$ cat config.mk
export PLATFORM = sky130hd
export DESIGN_NAME = powerdown_reset_sequencer
export DESIGN_NICKNAME = d
export VERILOG_FILES = /design/src/hdl/pd_seq_pkg.sv /design/src/hdl/powerdown_reset_sequencer.sv /design/src/hdl/pin_sync.sv
export SDC_FILE = /design/constraint.sdc
export NUM_CORES = 1
export LEC_CHECK = 0
export CORE_AREA = 2 2 39 41
export CTS_CLUSTER_SIZE = 14
export DETAILED_ROUTE_END_ITERATION = 8
export DIE_AREA = 0 0 41 43
export DONT_BUFFER_PORTS = 1
export HOLD_SLACK_MARGIN = 0.02
export PLACE_DENSITY = 0.52
export SLEW_MARGIN = 20
export SYNTH_ARGS = -nofsm -noshare
export SYNTH_HDL_FRONTEND = slang
export SYNTH_SLANG_ARGS = --single-unit
$ cat constraint.sdc
create_clock -name clock_in -period 2 [get_ports clock_in]
set_input_delay 0 -clock clock_in [delete_from_list [all_inputs] [get_ports clock_in]]
set_output_delay 0 -clock clock_in [all_outputs]
set_load 0.01 [all_outputs]
$ cat src/hdl/pd_seq_pkg.sv
// Shared types and constants for the powerdown and reset sequencer.
package pd_seq_pkg;

  // Number of pins brought in through the synchroniser.
  localparam int SYNC_WIDTH = 3;
  // Bit positions of each pin within the synchronised vector.
  localparam int SYNC_RESET_POS = 0;
  localparam int SYNC_NMI_POS = 1;
  localparam int SYNC_TIMER_POS = 2;
  // Value of the synchroniser stages after reset: reset pin idle high,
  // interrupt idle low, timer pin taken as discharged.
  localparam logic [2:0] SYNC_RESET_VALUE = 3'h1;

  // Sequencer operating states.
  typedef enum logic [1:0] {
    st_run,
    st_powerdown,
    st_restart
  } seq_state_t;

  // Two stages of the pin synchroniser.
  typedef struct packed {
    logic [SYNC_WIDTH-1:0] first;
    logic [SYNC_WIDTH-1:0] second;
  } sync_state_t;

  // Outputs that show the device is in reset.
  typedef struct packed {
    logic reset_ind;
    logic bus_abort;
    logic pins_hold;
  } reset_ctrl_t;

  // Whole state of the sequencer.
  typedef struct packed {
    seq_state_t state;
    logic nmi_prev;
    logic nmi_pending;
    logic clock_enable;
    logic timer_oe;
    logic timer_drive;
    reset_ctrl_t rst;
  } seq_regs_t;

  // State after reset: running, clocks on, reset indicated for one cycle.
  localparam seq_regs_t SEQ_RESET_VALUE = '{
    state: st_run,
    nmi_prev: 1'b0,
    nmi_pending: 1'b0,
    clock_enable: 1'b1,
    timer_oe: 1'b0,
    timer_drive: 1'b0,
    rst: '{reset_ind: 1'b1, bus_abort: 1'b1, pins_hold: 1'b1}
  };

endpackage

$ cat src/hdl/powerdown_reset_sequencer.sv
// Powerdown entry and exit sequencer with reset pin handling.
`timescale 1ns/1ps
// Summary of operation
// - Powerdown entered only when request bit is 1 and halt executes.
// - Only the interrupt or the reset pin ends powerdown.
// - Interrupt exit waits a restart delay before clocks are re-enabled.
// - Restart delay is timed on the push-pull timer pin and its capacitor.
// - Reset pin exit skips the capacitor-timed restart delay.
// - Reset pin low aborts bus cycles and returns state to initial values.
// - During reset all pins held in a defined state, reset indicator high.
// - Reset indicator stays high while reset pin is low, drops after release.
// - Interrupt assertion is latched so a brief pulse still requests service.
module powerdown_reset_sequencer
(
  // Clock and synchronous system reset.
  input wire logic clock_in,
  input wire logic rst_n_in,
  // Device pins.
  input wire logic reset_pin_n_in,
  input wire logic nmi_pin_in,
  input wire logic timer_pin_in,
  output logic timer_pin_out,
  output logic timer_pin_oe_out,
  // Processor side, same clock.
  input wire logic powerdown_request_bit_in,
  input wire logic halt_exec_in,
  input wire logic nmi_ack_in,
  // Status and control toward the rest of the device.
  output logic nmi_request_out,
  output logic clock_enable_out,
  output logic powerdown_out,
  output logic reset_out,
  output logic bus_abort_out,
  output logic pins_hold_out
);

  logic [pd_seq_pkg::SYNC_WIDTH-1:0] pins_sync;
  logic reset_active;
  logic nmi_level;
  logic timer_charged;
  pd_seq_pkg::seq_regs_t seq_reg;
  pd_seq_pkg::seq_regs_t seq_next;

  // All three pins cross into the clock domain before anything looks at them.
  pin_sync u_pin_sync
  (
    .clock_in(clock_in),
    .rst_n_in(rst_n_in),
    .pins_in({timer_pin_in, nmi_pin_in, reset_pin_n_in}),
    .pins_out(pins_sync)
  );

  // Decoded views of the synchronised pins.
  assign reset_active = ~pins_sync[pd_seq_pkg::SYNC_RESET_POS];
  assign nmi_level = pins_sync[pd_seq_pkg::SYNC_NMI_POS];
  assign timer_charged = pins_sync[pd_seq_pkg::SYNC_TIMER_POS];

  // Next-state logic for the whole sequencer.
  always_comb
  begin
    seq_next = seq_reg;
    seq_next.nmi_prev = nmi_level;
    seq_next.rst.reset_ind = 1'b0;
    seq_next.rst.bus_abort = 1'b0;
    seq_next.rst.pins_hold = 1'b0;
    // Latch a rising interrupt edge; a new edge wins over an acknowledge.
    if (nmi_level && !seq_reg.nmi_prev)
    begin
      seq_next.nmi_pending = 1'b1;
    end
    else if (nmi_ack_in)
    begin
      seq_next.nmi_pending = 1'b0;
    end
    // Reset is checked first so it overrides every state, powerdown included.
    if (reset_active)
    begin
      seq_next = pd_seq_pkg::SEQ_RESET_VALUE;
      seq_next.nmi_prev = nmi_level;
      seq_next.rst.reset_ind = 1'b1;
    end
    else
    begin
      case (seq_reg.state)
        pd_seq_pkg::st_run:
        begin
          // Halt alone only idles; the request bit must also be set.
          if (halt_exec_in && powerdown_request_bit_in)
          begin
            seq_next.state = pd_seq_pkg::st_powerdown;
            seq_next.clock_enable = 1'b0;
            seq_next.timer_oe = 1'b1;
            seq_next.timer_drive = 1'b0;
          end
        end
        pd_seq_pkg::st_powerdown:
        begin
          // The timer pin is held low so the capacitor starts discharged.
          // Only a fresh interrupt leaves here; reset is handled above.
          if (nmi_level && !seq_reg.nmi_prev)
          begin
            seq_next.state = pd_seq_pkg::st_restart;
            seq_next.timer_oe = 1'b1;
            seq_next.timer_drive = 1'b1;
          end
        end
        pd_seq_pkg::st_restart:
        begin
          // Clocks come back only once the capacitor has charged past the
          // input threshold, giving the oscillator time to settle.
          if (timer_charged)
          begin
            seq_next.state = pd_seq_pkg::st_run;
            seq_next.clock_enable = 1'b1;
            seq_next.timer_oe = 1'b0;
            seq_next.timer_drive = 1'b0;
          end
        end
        default:
        begin
          seq_next.state = pd_seq_pkg::st_run;
        end
      endcase
    end
  end

  // Single state register; the system reset loads the constant start value.
  always_ff @(posedge clock_in)
  begin
    if (!rst_n_in)
    begin
      seq_reg <= pd_seq_pkg::SEQ_RESET_VALUE;
    end
    else
    begin
      seq_reg <= seq_next;
    end
  end

  // Every output is a flip-flop of the state register, except powerdown_out, which is decoded from its state field.
  assign timer_pin_out = seq_reg.timer_drive;
  assign timer_pin_oe_out = seq_reg.timer_oe;
  assign nmi_request_out = seq_reg.nmi_pending;
  assign clock_enable_out = seq_reg.clock_enable;
  assign powerdown_out = (seq_reg.state == pd_seq_pkg::st_powerdown);
  assign reset_out = seq_reg.rst.reset_ind;
  assign bus_abort_out = seq_reg.rst.bus_abort;
  assign pins_hold_out = seq_reg.rst.pins_hold;

endmodule

$ cat src/hdl/pin_sync.sv
// Two-stage synchroniser for the asynchronous pins of the sequencer.
`timescale 1ns/1ps
module pin_sync
(
  // Clock and reset.
  input wire logic clock_in,
  input wire logic rst_n_in,
  // Raw pins and their synchronised copies.
  input wire logic [pd_seq_pkg::SYNC_WIDTH-1:0] pins_in,
  output logic [pd_seq_pkg::SYNC_WIDTH-1:0] pins_out
);

  pd_seq_pkg::sync_state_t sync_reg;
  pd_seq_pkg::sync_state_t sync_next;

  // The first stage feeds only the second, so metastability stays contained.
  always_comb
  begin
    sync_next.first = pins_in;
    sync_next.second = sync_reg.first;
  end

  // Both stages load a constant under reset.
  always_ff @(posedge clock_in)
  begin
    if (!rst_n_in)
    begin
      sync_reg.first <= pd_seq_pkg::SYNC_RESET_VALUE;
      sync_reg.second <= pd_seq_pkg::SYNC_RESET_VALUE;
    end
    else
    begin
      sync_reg <= sync_next;
    end
  end

  assign pins_out = sync_reg.second;

endmodule

==> results of run 1 <==
[metal layers]
| metal | up-vias | GRT usage | part of all wire |
|---|---|---|---|
| met2 | 16 | 0.1750 | 0.50 |
| li1 | 173 | - | - |
| met1 | 152 | 0.1115 | 0.39 |
| met5 | - | 0 | 0 |
| met3 | 0 | 0.09424 | 0.10 |
| met4 | 0 | 0.04000 | 0 |
[worst max-delay path, delay by kind of cell, from the launching register on]
family                 cells  cell delay [ns]
AO/OA/AOI/OAI              2             0.24
flip-flops                 1             0.37
buffers and inverters      1             0.61
AND/OR/NAND/NOR            1             0.19
[synthesized netlist by cell type]
master	count
o21bai_1	1
nand3b_1	2
and2b_2	1
buf_4	2
nand2b_1	4
o21a_1	1
nand2_1	1
and2_1	5
o31ai_1	1
a21oi_1	6
or2b_1	1
nor2b_1	2
a211oi_1	3
nand2_2	1
dfxtp_1	14
nor2_1	1
[stage by stage]
stage	hold slack, ns	utilization
after CTS	0.06835	0.4204
after global placement	0.07607	0.3535
final	0.07656	0.4204
after floorplan	0.07304	-
after global routing	0.1278	0.4204
after detailed placement	0.07801	0.3535
[final cells by class]
| class | count | area, sq um | area share |
|---|---|---|---|
| Sequential cell | 14 | 280.3 | 0.4817 |
| Multi-Input combinational cell | 30 | 188.9 | 0.3247 |
| Timing Repair Buffer | 7 | 70.07 | 0.1204 |
| Clock buffer | 3 | 22.52 | 0.03871 |
| Tap cell | 16 | 20.02 | 0.03441 |
[what timing repair did]
item	in CTS	in global routing
hold endpoints to repair	13	0
hold buffers	7	0
setup endpoints to repair	0	0
[path summary, 6_finish.rpt]
kind	from	to	slack, ns	depth (start not counted)
worst max register to register	seq_reg[8]$_SDFFE_PN0P_	clock_enable_out$_SDFFE_PN1P_	0.50	4
worst min register to register	u_pin_sync.sync_next[0]$_SDFF_PN1_	u_pin_sync.pins_out[0]$_SDFF_PN1_	0.41	1
worst max-delay path	seq_reg[8]$_SDFFE_PN0P_	clock_enable_out$_SDFFE_PN1P_	0.50	4
worst min-delay path	powerdown_request_bit_in	timer_pin_out$_SDFFE_PN0P_	0.08	3
[cell usage in the layout (no fill, tap or decap), types with 2 or more instances in the layout]
cell,n
clkbuf_4,3
and2_1,5
nand3b_1,2
a211oi_1,3
a21oi_1,6
dlygate4sd3_1,7
dfxtp_1,14
nor2b_1,2
nand2b_1,4
[where the power goes]
| group | internal, mW | total, mW | switching (mW) |
|---|---|---|---|
| Clock | 0.0696 | 0.150 | 0.0804 |
| Combinational | 0.0236 | 0.0400 | 0.0165 |
| Sequential | 0.293 | 0.307 | 0.0145 |
[kinds of logic after synthesis]
family,share of synthesized area
AND/OR/NAND/NOR,0.2351
buffers and inverters,0.03100
flip-flops,0.5788
AO/OA/AOI/OAI,0.1551
==> flow_summary.toml, run 1 <==
[outcome]
status = "finished, final reports clean"

[routing]
vias_per_cell = 4.871
drt_pass1_iterations = 1
route.detailed.drc = 0
drt_iter0_markers = 0
detail-route-antenna-nets = 0
wl_per_cell_microns = 12.06
vias = 341
drt_wl_total_microns = 844

[grt]
grt_max_degree = 9
overflow = 0
grt_first_pass_wirelength_microns = 1311
antenna_found_initial = 0
grt_pass1_vias = 328
grtUsageTotal = 0.1152

[cts]
htreeDepth = 1
ctsLongestPathBuffers = 2
clockRootBuffer = "clkbuf_4"
clock_sinks = 14
numCtsBuffers = 3
cts_resized = 0
cts_setup_buffers = 0
cts_tree = "done"
cts.clk_slew.worst_paths_ns = 0.08
clock_latency_ns = 0.27

[layout]
diodes = 0
stdcell_count = 70
drive_above_1_share = 0.09259
final_nets = 64
nFillCells = 132
area_delta_synth_final_pct = 20.16
final_area_sq_um = 581.8

[sta]
drv_slew = 0
tightest_slew_ns = 0.3026
post-route-period-util = 0.7519
slew_headroom = 0.7980
finalSetupViolCount = 0
fin_skew_ns = 0.004123
fin_ws_ns = 0.4961
fin_crit_ns = 1.504
fmax_mhz = 665.0
rsz0062_at_grt = "false"
hold_viol_final = 0
fin_tns_setup_ns = 0

[floorplan]
die_h_microns = 43
core_area_sq_um = 1384
die_width_microns = 41
die-area_sq_um = 1763
rows = 14
start_util = 0.3499
io_pins = 16

[setup_path]
cp.required_ns = 2.17
criticalPathCategory = "reg -> reg"
crit_path_start_kind = "flip-flop"
slowest_stage = "dlygate4sd3_1"
cp_cell_sequence = "nand3b_1, dlygate4sd3_1, a21oi_1, o21bai_1"
cp_max_fo = 8
max_stage_delay_ns = 0.61
crit_arrival_ns = 1.67
worstSetupEndpointType = "flip-flop"

[pwr]
ir_worst_vdd_v = 0.0002985
p_total_mw = 0.4973
power_per_cell_area_nw_per_um2 = 854.8
p_leak_nw = 0.2186

[yosys]
syn_area_sq_um = 484.2
syn_area_per_cell_sq_um = 10.53
synth_top_cell_area_share = 0.5788
synth_cell_type_count = 16
syn_nets = 54
syn_inst = 46
ys_seq_elements = 14
yosysSeqAreaShare = 0.5788
yosysWarnings = 0
synth_top_area_cell = "dfxtp_1"
ys_top_cells_by_area = "dfxtp_1, and2_1, a21oi_1"

[placed_design]
numPortBuffers = 0
routabilityCongestion = 0.6529
dp.cells = 60
post-place-ws_ns = 0.9973
dp_hpwl_microns = 579.9
placed_area_sq_um = 489.2

[min_path]
worstHoldPathType = "in -> reg"

[run]
maxCapViolations = 0
(Power assumes the default switching activity.)
==> run 2: changes to the inputs <==
--- a/config.mk
+++ b/config.mk
@@ -11,7 +11,7 @@
 export DIE_AREA = 0 0 41 43
 export DONT_BUFFER_PORTS = 1
 export HOLD_SLACK_MARGIN = 0.02
-export PLACE_DENSITY = 0.52
+export PLACE_DENSITY = 0.54
 export SLEW_MARGIN = 20
 export SYNTH_ARGS = -nofsm -noshare
 export SYNTH_HDL_FRONTEND = slang
==> constraint.sdc (replaced) <==
create_clock -name clock_in -period 1.3 [get_ports clock_in]
set_input_delay 0 -clock clock_in [delete_from_list [all_inputs] [get_ports clock_in]]
set_output_delay 0 -clock clock_in [all_outputs]
set_load 0.01 [all_outputs]
==> run 2 against run 1 <==
Against the previous run: wire length down 7.8%; worst setup slack worse by 0.32 ns; critical path depth down 1; power up 67%; cell count up 1.4%; clock power up 100%; largest cell class unchanged; highest routed layer unchanged; global-route usage down 0.62 points.
==> flow_summary.toml, run 2 (synthesis results as in run 1) <==
[outcome]
status = "finished, final reports clean"

[setup_path]
worstSetupEndpointType = "flip-flop"
crit_arrival_ns = 1.29
criticalPathCategory = "in -> reg"
crit_top_cell = "dlygate4sd3_1"
cp.required_ns = 1.46
cp.depth = 3
slowest_stage = "dlygate4sd3_1"
cp_cell_sequence = "dlygate4sd3_1, nand2b_1, dlygate4sd3_1"
cp_max_fo = 8
cp_top_family = "buffers and inverters"
reg2reg_depth = 3
crit_path_start_kind = "input pin"
max_stage_delay_ns = 0.67
critPathBufInv = 2

[cts]
clock_sinks = 14
clock_latency_ns = 0.27
cts_tree = "done"
ctsLongestPathBuffers = 2
clockRootBuffer = "clkbuf_4"
htreeDepth = 1
cts_setup_buffers = 0
cts.clk_slew.worst_paths_ns = 0.08
numCtsBuffers = 3

[routing]
drt_wl_total_microns = 778
drt_pass1_iterations = 1
drt_iter0_markers = 0
wl_per_cell_microns = 10.96
vias_per_cell = 4.789
route.detailed.drc = 0
vias = 340
detail-route-antenna-nets = 0

[layout]
final_nets = 64
area_delta_synth_final_pct = 23.00
layout_common_cells = "dfxtp_1, dlygate4sd3_1, a21oi_1"
drive_above_1_share = 0.1091
final_area_sq_um = 595.6
final_common_cell = "dfxtp_1"
diodes = 0

[placed_design]
placed_area_sq_um = 489.2
dp_hpwl_microns = 579.8
post-place-ws_ns = 0.3073
numPortBuffers = 0
routabilityCongestion = 0.7467

[run]
maxCapViolations = 0

[sta]
fin_crit_ns = 1.127
fin_ws_ns = 0.1726
slew_headroom = 0.8055
fmax_mhz = 887.0
drv_slew = 0
post-route-period-util = 0.8672
rsz0062_at_grt = "false"
hold_viol_final = 0
whs_ns = 0.09457
tightest_slew_ns = 0.2914
fin_skew_ns = 0.002004
finalSetupViolCount = 0
fin_tns_setup_ns = 0

[floorplan]
io_pins = 16
start_util = 0.3499
die_h_microns = 43
rows = 14
core_area_sq_um = 1384
die-area_sq_um = 1763
die_width_microns = 41

[pwr]
p_seq_frac = 0.567
ir_worst_vdd_v = 0.0005720
swShare = 0.2118
p_int_mw = 0.6565
clkPwrFrac = 0.361
power_per_cell_area_nw_per_um2 = 1398
pwr-share-comb = 0.072
p_leak_nw = 0.2274
switchingPower_mw = 0.1764

[grt]
grt_max_degree = 9
grtUsageTotal = 0.1090
overflow = 0
use_met3 = 0.03141
grt_first_pass_wirelength_microns = 1290
met2_usage = 0.1750
grtUsageMet1 = 0.1209
grt.busiest_layer = "met2"
grt_pass1_vias = 346
antenna_found_initial = 0

[min_path]
min_path_cells = 3
worstHoldPathType = "in -> reg"
-- run 2: cell count changes in the layout (fill, tap and decap cells not counted), sizes merged --
cell,change
clkbuf,+1
-- run 2: path summary, 6_finish.rpt --
check                                                         from  slack (ns)                            endpoint
worst min register to register  u_pin_sync.sync_next[0]$_SDFF_PN1_        0.42   u_pin_sync.pins_out[0]$_SDFF_PN1_
worst min-delay path                      powerdown_request_bit_in        0.09          timer_pin_out$_SDFFE_PN0P_
worst max-delay path                                      rst_n_in        0.17  u_pin_sync.sync_next[0]$_SDFF_PN1_
worst max register to register             seq_reg[8]$_SDFFE_PN0P_        0.29       timer_pin_oe_out$_SDFFE_PN0P_
-- run 2: area by class of cell --
class	instances	area [sq um]
Clock buffer	4	36.28
Fill cell	142	788.3
Timing Repair Buffer	7	70.07
Sequential cell	14	280.3
Tap cell	16	20.02
Multi-Input combinational cell	30	188.9
-- run 2: per-layer routing --
layer | routed length (microns) | up-vias
met5 | 0 | -
met4 | 0 | 0
met3 | 47 | 0
met2 | 401 | 9
met1 | 330 | 157
li1 | - | 174
-- run 2: worst min-delay path, cell delays in order --
cell and delay (ns):
a21oi_1 0.05, o31ai_1 0.21, a21oi_1 0.06
-- run 2: metrics by stage --
| stage | total power, mW | utilization | instances |
|---|---|---|---|
| floorplan | 0.5204 | - | 46 |
| global placement | 0.5228 | 0.3535 | 60 |
| detailed placement | 0.5253 | 0.3535 | 60 |
| CTS | 0.8471 | 0.4304 | 71 |
| global route | 0.8828 | 0.4304 | 71 |
| finish | 0.8329 | 0.4304 | 71 |
-- run 2: what timing repair did --
action                                 CTS  global route
gates resized for setup                  0             0
endpoints found under the hold margin   13             0
hold buffers                             7             0
-- run 2: power by group through the flow --
stage | Combinational (mW) | Sequential, mW | Clock, mW
finish | 0.0598 | 0.473 | 0.301
global route | 0.0678 | 0.477 | 0.338
CTS | 0.0607 | 0.473 | 0.313
detailed placement | 0.0419 | 0.483 | 0
global placement | 0.0398 | 0.483 | 0
floorplan | 0.0433 | 0.477 | 0
